**src/design/sep_pkg.sv**
```systemverilog
// Constants, types and state layout of the serial EEPROM bus controller
package sep_pkg;
   // ==========================================================
   // Timing
   localparam int CLK_KHZ = 50000;
   localparam int SCL_KHZ_DEF = 400;
   localparam int QTR_CYC_DEF = CLK_KHZ / (4 * SCL_KHZ_DEF);
   localparam int DIV_W = 8;
   localparam int PROG_TIME_MS = 5;
   localparam int PROG_CYC_DEF = PROG_TIME_MS * CLK_KHZ;
   localparam int PTMR_W = 20;
   localparam int REC_PULSES = 9;
   // ==========================================================
   // Memory shape
   localparam int PAGE_BYTES = 64;
   localparam int ADDR_W_SMALL = 14;
   localparam int ADDR_W_LARGE = 15;
   localparam int LEN_W = 16;
   localparam logic [LEN_W-1:0] LEN_ONE = 16'h0001;
   localparam logic [LEN_W-1:0] LEN_PAGE = 16'h0040;
   // Arbitrary neutral value; set to the real prefix at integration
   localparam logic [3:0] DEV_TYPE_DEF = 4'h5;
   // ==========================================================
   // Commands
   localparam logic [1:0] OP_WRITE = 2'h0;
   localparam logic [1:0] OP_READ_CUR = 2'h1;
   localparam logic [1:0] OP_READ_RAND = 2'h2;
   localparam logic [1:0] OP_RECOVER = 2'h3;
   // ==========================================================
   // States
   typedef enum logic [5:0] {
      ST_IDLE = 6'h01,
      ST_START = 6'h02,
      ST_BIT = 6'h04,
      ST_LOAD = 6'h08,
      ST_STOP = 6'h10,
      ST_RECOV = 6'h20
   } sep_state_t;
   typedef enum logic [7:0] {
      S_DEVW = 8'h01,
      S_AH = 8'h02,
      S_AL = 8'h04,
      S_DATA = 8'h08,
      S_DEVR = 8'h10,
      S_RDATA = 8'h20,
      S_POLL = 8'h40,
      S_RECOV = 8'h80
   } sep_step_t;
   typedef struct packed {
      sep_state_t st;
      sep_step_t step;
      logic [1:0] op;
      logic [1:0] qtr;
      logic [DIV_W-1:0] div;
      logic tick;
      logic [3:0] bit_cnt;
      logic [7:0] shreg;
      logic rx;
      logic ack;
      logic poll;
      logic [PTMR_W-1:0] ptmr;
      logic [3:0] rcnt;
      logic [LEN_W-1:0] cnt;
      logic [15:0] addr;
      logic [2:0] cs;
      logic scl;
      logic sda_o;
      logic sda_oe;
      logic wp;
      logic cmd_ready;
      logic wr_ready;
      logic rd_valid;
      logic [7:0] rd_data;
      logic busy;
      logic done;
      logic err;
   } sep_reg_t;
   localparam sep_reg_t REG_RST = '{st: ST_IDLE, step: S_DEVW, scl: 1'b1, default: '0};
endpackage : sep_pkg

```
**src/design/sep_host.sv**
```systemverilog
// Bus controller that drives the serial EEPROM over its two-wire pins
`timescale 1ns/1ps
`default_nettype none
module sep_host
   import sep_pkg::*;
#(
   parameter int QTR_CYC = sep_pkg::QTR_CYC_DEF,
   parameter int PROG_CYC = sep_pkg::PROG_CYC_DEF,
   parameter int ADDR_W = sep_pkg::ADDR_W_LARGE,
   parameter bit FIXED_ADDR = 1'b0,
   parameter logic [3:0] DEV_TYPE = sep_pkg::DEV_TYPE_DEF
) (
   // Clock and reset
   input wire logic clk,
   input wire logic srst,
   // Command
   input wire logic cmd_valid,
   output logic cmd_ready,
   input wire logic [1:0] cmd_op,
   input wire logic [2:0] cmd_cs,
   input wire logic [15:0] cmd_addr,
   input wire logic [sep_pkg::LEN_W-1:0] cmd_len,
   output logic busy,
   output logic done,
   output logic err,
   // Write data
   input wire logic wr_valid,
   output logic wr_ready,
   input wire logic [7:0] wr_data,
   // Read data
   output logic rd_valid,
   output logic [7:0] rd_data,
   // Protect
   input wire logic write_protect,
   output logic wp,
   // Bus pins
   output logic scl_o,
   input wire logic sda_i,
   output logic sda_o,
   output logic sda_oe
);
   import sep_pkg::*;
   localparam logic [DIV_W-1:0] QTR_LAST = DIV_W'(QTR_CYC - 1);
   localparam logic [PTMR_W-1:0] PROG_LIM = PTMR_W'(PROG_CYC);
   localparam logic [15:0] ADDR_MASK = 16'((32'h1 << ADDR_W) - 32'h1);
   localparam logic [3:0] REC_LAST = 4'(REC_PULSES - 1);

   sep_reg_t r, n;
   logic sda_s;
   logic [7:0] dev_byte;
   logic nak;

   sep_sync #(.W(1)) u_sda_sync (
      .clk(clk),
      .srst(srst),
      .d(sda_i),
      .q(sda_s)
   );

   // ==========================================================
   // Next state
   always_comb begin
      n = r;
      n.tick = 1'b0;
      n.rd_valid = 1'b0;
      n.done = 1'b0;
      n.wp = write_protect;
      n.sda_o = 1'b0;
      dev_byte = {DEV_TYPE, r.cs, r.step == S_DEVR};
      nak = r.ack;
      if (r.div == QTR_LAST) begin
         n.div = '0;
         n.tick = 1'b1;
      end else begin
         n.div = r.div + 1'b1;
      end
      // Bounds the wait for the self-timed program cycle
      if (r.step == S_POLL && r.ptmr != PROG_LIM) begin
         n.ptmr = r.ptmr + 1'b1;
      end
      unique case (r.st)
         ST_IDLE: begin
            n.scl = 1'b1;
            n.sda_oe = 1'b0;
            n.cmd_ready = 1'b1;
            if (cmd_valid && r.cmd_ready) begin
               n.cmd_ready = 1'b0;
               n.busy = 1'b1;
               n.err = 1'b0;
               n.op = cmd_op;
               n.cs = FIXED_ADDR ? 3'h0 : cmd_cs;
               n.addr = cmd_addr & ADDR_MASK;
               n.cnt = (cmd_len == '0) ? LEN_ONE : cmd_len;
               if (cmd_op == OP_WRITE && cmd_len > LEN_PAGE) begin
                  n.cnt = LEN_PAGE;
               end
               n.qtr = 2'h0;
               n.rcnt = 4'h0;
               n.poll = 1'b0;
               n.ptmr = '0;
               if (cmd_op == OP_RECOVER) begin
                  n.st = ST_RECOV;
                  n.step = S_RECOV;
               end else begin
                  n.st = ST_START;
                  n.step = (cmd_op == OP_READ_CUR) ? S_DEVR : S_DEVW;
               end
            end
         end
         ST_START: begin
            if (r.tick) begin
               n.qtr = r.qtr + 2'h1;
               unique case (r.qtr)
                  2'h0: n.scl = 1'b1;
                  2'h1: n.sda_oe = 1'b1;
                  2'h2: n.scl = 1'b0;
                  2'h3: begin
                     if (r.step == S_RECOV) begin
                        n.st = ST_STOP;
                        n.sda_oe = 1'b1;
                     end else begin
                        n.st = ST_BIT;
                        n.rx = 1'b0;
                        n.bit_cnt = 4'h0;
                        n.shreg = dev_byte;
                        n.sda_oe = ~dev_byte[7];
                     end
                  end
               endcase
            end
         end
         ST_LOAD: begin
            // Clock held low until the user supplies the byte
            if (r.wr_ready && wr_valid) begin
               n.wr_ready = 1'b0;
               n.st = ST_BIT;
               n.qtr = 2'h0;
               n.bit_cnt = 4'h0;
               n.rx = 1'b0;
               n.shreg = wr_data;
               n.sda_oe = ~wr_data[7];
            end
         end
         ST_BIT: begin
            if (r.tick) begin
               n.qtr = r.qtr + 2'h1;
               unique case (r.qtr)
                  2'h0: n.scl = 1'b1;
                  2'h1: begin
                     if (r.bit_cnt == 4'h8) begin
                        n.ack = sda_s;
                     end else if (r.rx) begin
                        n.shreg = {r.shreg[6:0], sda_s};
                     end
                  end
                  2'h2: n.scl = 1'b0;
                  2'h3: begin
                     n.bit_cnt = r.bit_cnt + 4'h1;
                     if (r.bit_cnt == 4'h7) begin
                        if (r.rx) begin
                           n.rd_data = r.shreg;
                           n.rd_valid = 1'b1;
                           n.sda_oe = (r.cnt != LEN_ONE);
                        end else begin
                           n.sda_oe = 1'b0;
                        end
                     end else if (r.bit_cnt != 4'h8) begin
                        n.shreg = r.rx ? r.shreg : {r.shreg[6:0], 1'b0};
                        n.sda_oe = r.rx ? 1'b0 : ~r.shreg[6];
                     end else if (r.rx) begin
                        n.cnt = r.cnt - LEN_ONE;
                        n.bit_cnt = 4'h0;
                        if (r.cnt == LEN_ONE) begin
                           n.st = ST_STOP;
                           n.sda_oe = 1'b1;
                        end else begin
                           n.sda_oe = 1'b0;
                        end
                     end else if (nak && r.step != S_POLL) begin
                        n.err = 1'b1;
                        n.poll = 1'b0;
                        n.st = ST_STOP;
                        n.sda_oe = 1'b1;
                     end else begin
                        n.bit_cnt = 4'h0;
                        unique case (r.step)
                           S_DEVW: begin
                              n.step = S_AH;
                              n.shreg = r.addr[15:8];
                              n.sda_oe = ~r.addr[15];
                           end
                           S_AH: begin
                              n.step = S_AL;
                              n.shreg = r.addr[7:0];
                              n.sda_oe = ~r.addr[7];
                           end
                           S_AL: begin
                              if (r.op == OP_WRITE) begin
                                 n.step = S_DATA;
                                 n.st = ST_LOAD;
                                 n.wr_ready = 1'b1;
                              end else begin
                                 n.step = S_DEVR;
                                 n.st = ST_START;
                                 n.qtr = 2'h0;
                                 n.sda_oe = 1'b0;
                              end
                           end
                           S_DATA: begin
                              n.cnt = r.cnt - LEN_ONE;
                              if (r.cnt == LEN_ONE) begin
                                 n.st = ST_STOP;
                                 n.sda_oe = 1'b1;
                                 n.poll = 1'b1;
                                 n.ptmr = '0;
                              end else begin
                                 n.st = ST_LOAD;
                                 n.wr_ready = 1'b1;
                              end
                           end
                           S_DEVR: begin
                              n.step = S_RDATA;
                              n.rx = 1'b1;
                              n.sda_oe = 1'b0;
                           end
                           S_POLL: begin
                              n.st = ST_STOP;
                              n.sda_oe = 1'b1;
                              n.poll = nak && r.ptmr != PROG_LIM;
                              n.err = nak && r.ptmr == PROG_LIM;
                           end
                           default: begin
                              n.st = ST_STOP;
                              n.sda_oe = 1'b1;
                              n.err = 1'b1;
                           end
                        endcase
                     end
                  end
               endcase
            end
         end
         ST_STOP: begin
            if (r.tick) begin
               n.qtr = r.qtr + 2'h1;
               unique case (r.qtr)
                  2'h0: n.scl = 1'b1;
                  2'h1: n.sda_oe = 1'b0;
                  2'h2: n.scl = 1'b1;
                  2'h3: begin
                     if (r.poll) begin
                        n.st = ST_START;
                        n.step = S_POLL;
                     end else begin
                        n.st = ST_IDLE;
                        n.busy = 1'b0;
                        n.done = 1'b1;
                     end
                  end
               endcase
            end
         end
         ST_RECOV: begin
            n.sda_oe = 1'b0;
            if (r.tick) begin
               n.qtr = r.qtr + 2'h1;
               unique case (r.qtr)
                  2'h0: n.scl = 1'b0;
                  2'h1: n.scl = 1'b1;
                  2'h2: begin
                     if (sda_s) begin
                        n.st = ST_START;
                        n.qtr = 2'h0;
                     end else if (r.rcnt == REC_LAST) begin
                        n.st = ST_IDLE;
                        n.err = 1'b1;
                        n.busy = 1'b0;
                        n.done = 1'b1;
                     end else begin
                        n.rcnt = r.rcnt + 4'h1;
                     end
                  end
                  2'h3: n.scl = 1'b1;
               endcase
            end
         end
      endcase
   end

   // ==========================================================
   // State register
   always_ff @(posedge clk) begin
      if (srst) begin
         r <= REG_RST;
      end else begin
         r <= n;
      end
   end

   assign cmd_ready = r.cmd_ready;
   assign busy = r.busy;
   assign done = r.done;
   assign err = r.err;
   assign wr_ready = r.wr_ready;
   assign rd_valid = r.rd_valid;
   assign rd_data = r.rd_data;
   assign wp = r.wp;
   assign scl_o = r.scl;
   assign sda_o = r.sda_o;
   assign sda_oe = r.sda_oe;
endmodule : sep_host
`default_nettype wire

```
**src/design/sep_sync.sv**
```systemverilog
// Two-flop synchroniser for pins entering the clock domain
`timescale 1ns/1ps
`default_nettype none
module sep_sync #(
   parameter int W = 1
) (
   // Clock and reset
   input wire logic clk,
   input wire logic srst,
   // Data
   input wire logic [W-1:0] d,
   output logic [W-1:0] q
);
   typedef struct packed {
      logic [W-1:0] s1;
      logic [W-1:0] s2;
   } sep_sync_t;
   sep_sync_t r, n;
   // ==========================================================
   // Chain; first stage feeds only the second
   always_comb begin
      n.s1 = d;
      n.s2 = r.s1;
   end
   always_ff @(posedge clk) begin
      if (srst) begin
         r <= '1;
      end else begin
         r <= n;
      end
   end
   assign q = r.s2;
endmodule : sep_sync
`default_nettype wire

```
**config.mk**
```make
export PLATFORM = sky130hd
export DESIGN_NAME = sep_host
export DESIGN_NICKNAME = d
export VERILOG_FILES = /design/src/design/sep_pkg.sv /design/src/design/sep_host.sv /design/src/design/sep_sync.sv
export SDC_FILE = /design/constraint.sdc
export NUM_CORES = 1
export LEC_CHECK = 0
export BUFFER_PORTS_ARGS = -buffer_cell sky130_fd_sc_hd__buf_2
export CAP_MARGIN = 20
export CORE_MARGIN = 8
export CORE_UTILIZATION = 54
export DETAILED_ROUTE_END_ITERATION = 8
export GPL_ROUTABILITY_DRIVEN = 0
export PLACE_DENSITY = 0.77
export SLEW_MARGIN = 15
export SYNTH_ARGS = -nofsm -noshare
export SYNTH_HDL_FRONTEND = slang
export SYNTH_SLANG_ARGS = --single-unit
```
**constraint.sdc**
```tcl
create_clock -name clk -period 2.45 [get_ports clk]
set_input_delay 0.49 -clock clk [delete_from_list [all_inputs] [get_ports clk]]
set_output_delay 0.49 -clock clk [all_outputs]
set_load 0.1 [all_outputs]
```
==> summary.md <==
| Metric | Value |
|---|---|
| Largest net degree at the start of global routing | between 40 and 50 |
| VDD IR max | between 0.5 and 0.6 mV |
| CP startpoint kind | flip-flop |
| Vias per cell | between 6 and 7 |
| Hold Crit Start | sda_i |
| Global route overflow | 0 |
| Clock Pin Slew Worst Setup and Hold Paths | roughly 0.060 ns |
| Via count of the routed design | 6753 |
| Fin Setup TNS | 0 ns |
| Min-delay worst type | input port to flip-flop |
| Initial Util | 55.2% |
| TritonCTS clock tree | yes |
| Most frequent cell after synthesis | dfxtp_1 |
| Net Switching | 0.00221 W |
| Fillers | about 940 |
| Top cells by count, synth | dfxtp_1, nand2_1, nor2_1 |
| Layout cells sized above 1 | 24.0% |
| # clock sinks | approximately 120 |
| Synth top area share | 36.1% |
| CTS Hold Bufs | 0 |
| Top cells by area, synth | dfxtp_1, nand2_1, nor2_1 |
| Rows | 40 |
| Register bank with the most flops | r |
| Crit end category | flip-flop |
| Core Region | around 0.012 mm² |
| Largest fanout on the critical path | 6 |
| Comb power frac | around 28% |
| Clock network fraction of design power | 37.6% |
| Post-synthesis sequential area ratio | a little over a third |
| Pleak | roughly 3.3 nW |
| DRC viols | 0 |
| Die width | 127 µm |
| Yosys warns | 0 |
| F_max | between 0.4 and 0.5 GHz |
| Hold Slack | 0.268 ns |
| Clk_skew | about 0.0064 ns |
| Delay-heaviest family, CP | compound AO/OA/AOI/OAI gates |
| Slew @ Worst Pin | between 0.8 and 0.9 ns |
| Global-route wire length before repair | slightly above 30000 µm |
| Max reg flops | 96 |
| Crit. Startpoint | r[112] |
| Ordered cell list for the critical path | nor4b_1 -> a21boi_0 -> a2111oi_0 -> buf_4 -> mux2i_1 -> nor2_1 |
| Vias in the first global route | about 6400 |
| P per Cell Area | between 700 and 800 mW/mm² |
| Number of port buffers | between 60 and 70 |
| Area growth syn-to-layout | 24.4% |
| Worst path bufs/invs | 1 |
| #FFs+latches synth | around 120 |
| Fin nets | just over 1000 |
| Reg power frac | approximately a third |
| Ys async rst share | 0% |
| # IOs | between 60 and 70 |
| Setup CP Type | flip-flop to flip-flop |
| Post-synth EDFFs | 0 |
| Syn Nets | 895 |
| Max_cap viols | 0 |
| Clk Tree Root Cell | clkbuf_16 |
| Final Critical Period | roughly 2.4 ns |
| Initial drt markers | just over 600 |
| Count of final hold-check violations | 0 |
| Cell Area, Synth | around 0.0066 mm² |
| Max-slew violations | 0 |
| Gr usage total | between 20% and 30% |
| Instance count of the mapped netlist | 830 |
| Sw Share | between 30% and 40% |
| Relative slew slack | between 40% and 50% |
| Clock buffer depth | 2 |
| CTS Buf Count | 17 |
| DRT Wirelength | ~19000 µm |
| Synth unique cells | between 70 and 80 |
| Slowest stage delay, CP | 0.61 ns |
| Routed WL per cell | around 17 µm |
| Req. time, crit path | 2.74 ns |
| CP max stage cell | a2111oi_0 |
| Pre-antenna DRT Iters | 6 |
| Finish-stage setup viols | 0 |
| Internal Power | around 0.0042 W |
| Run status | finished clean |
| Die area | 0.0160 mm² |
| Final critical-path share of the clock period | 98.0% |
| HPWL after DPL | roughly 14000 µm |
| Ant. Diodes | 0 |
| H-Tree Depth | 4 |
| Die Span Y | approximately 130 µm |
| CP Data Arrival Time | about 2.7 ns |
| Worst skew pair latency | 0.42 ns |
| Worst reg2reg startpoint | r[112] |
| Synth area leader | dfxtp_1 |
| R2R Setup Slk | 0.05 ns |
| Avg Inst Size Synth | around 8 µm² |
| Main flop type after synthesis | dfxtp_1 |
| RSZ-0062 raised after global routing | true |
| Antenna viol nets, final | 0 |
| Initial antenna violation count | 0 |
==> placed cells by master, fill, tap and decap left out, types with 13 or more instances in the layout <==
| cell type | instances |
|---|---|
| a21oi_1 | 51 |
| buf_2 | 66 |
| nor4_1 | 19 |
| nor3_1 | 25 |
| clkbuf_16 | 17 |
| mux2i_1 | 23 |
| inv_1 | 23 |
| ha_1 | 14 |
| xor2_1 | 26 |
| or3_1 | 13 |
| buf_4 | 87 |
| nor2_1 | 91 |
| nand4_1 | 13 |
| dfxtp_1 | 115 |
| nand2_1 | 103 |
| o21ai_0 | 29 |
| nand3_1 | 34 |
==> through the flow <==
| stage | std cells | total power, W | utilization, % | setup slack [ns] | instance area [µm²] |
|---|---|---|---|---|---|
| floorplan | 830 | 0.00335 | - | 0.0474 | 6610 |
| global placement | 1076 | 0.00392 | 63.0 | -0.00647 | 7540 |
| detailed placement | 1076 | 0.00395 | 63.0 | -0.0406 | 7540 |
| CTS | 1108 | 0.00634 | 67.8 | 0.00854 | 8110 |
| global route | 1111 | 0.00667 | 68.7 | -0.161 | 8220 |
| finish | 1111 | 0.00639 | 68.7 | 0.0479 | 8220 |
==> metal layers <==
| metal | global-route usage, % | vias up | part of all wire [%] |
|---|---|---|---|
| li1 | - | 3269 | - |
| met1 | 29.3 | 3148 | 43 |
| met2 | 38.9 | 290 | 47 |
| met3 | 6.03 | 46 | 7.9 |
| met4 | 9.70 | 0 | 2.6 |
| met5 | 0 | - | 0 |
==> worst reg2reg max path: cells and delay by family, from the launching register on <==
kind | cells | cell delay [ns]
compound gates | 2 | 1.01
buf+inv | 1 | 0.20
flops | 1 | 0.35
mux | 1 | 0.17
simple gates | 2 | 0.54
==> power by group through the flow <==
stage | Sequential [W] | Combinational (W) | Clock [W]
after CTS | 0.00218 | 0.00174 | 0.00242
after detailed placement | 0.00222 | 0.00173 | 0
after floorplan | 0.00240 | 0.000941 | 0
after global placement | 0.00221 | 0.00171 | 0
after global routing | 0.00220 | 0.00195 | 0.00252
final | 0.00218 | 0.00181 | 0.00240
==> area by class of cell <==
type / instances / area, µm² / share of cell area, %
multi-input cells: 636 / 3990 / 48.5
flip-flops and latches: 119 / 2390 / 29.0
repair buffers: 154 / 1000 / 12.2
clock buffers: 18 / 429 / 5.22
well taps: 147 / 184 / 2.24
clock inverters: 14 / 141 / 1.72
inverters: 23 / 86.3 / 1.05
==> final timing paths <==
kind                           to  cells after the start
hold / removal    u_sda_sync.n[0]                      2
setup reg to reg         wr_ready                      6
hold reg to reg      u_sda_sync.q                      1
setup / recovery         wr_ready                      6
==> cells by family after synthesis <==
kind of cell	Yosys count	share of synthesized area, %
other cells	1	0.0568
flops	119	36.1
fa+ha+maj	14	2.65
buf+inv	75	5.09
mux	23	3.48
simple gates	390	30.5
compound gates	172	17.4
xor+xnor	36	4.77
==> repair_timing <==
item / in CTS / in global routing
setup endpoints to repair: 4 / 26
gates resized for setup: 2 / 22
pin swaps: 0 / 3
hold endpoints to repair: 0 / 0
buffers inserted: 0 / 3
(Power assumes the default switching activity.)
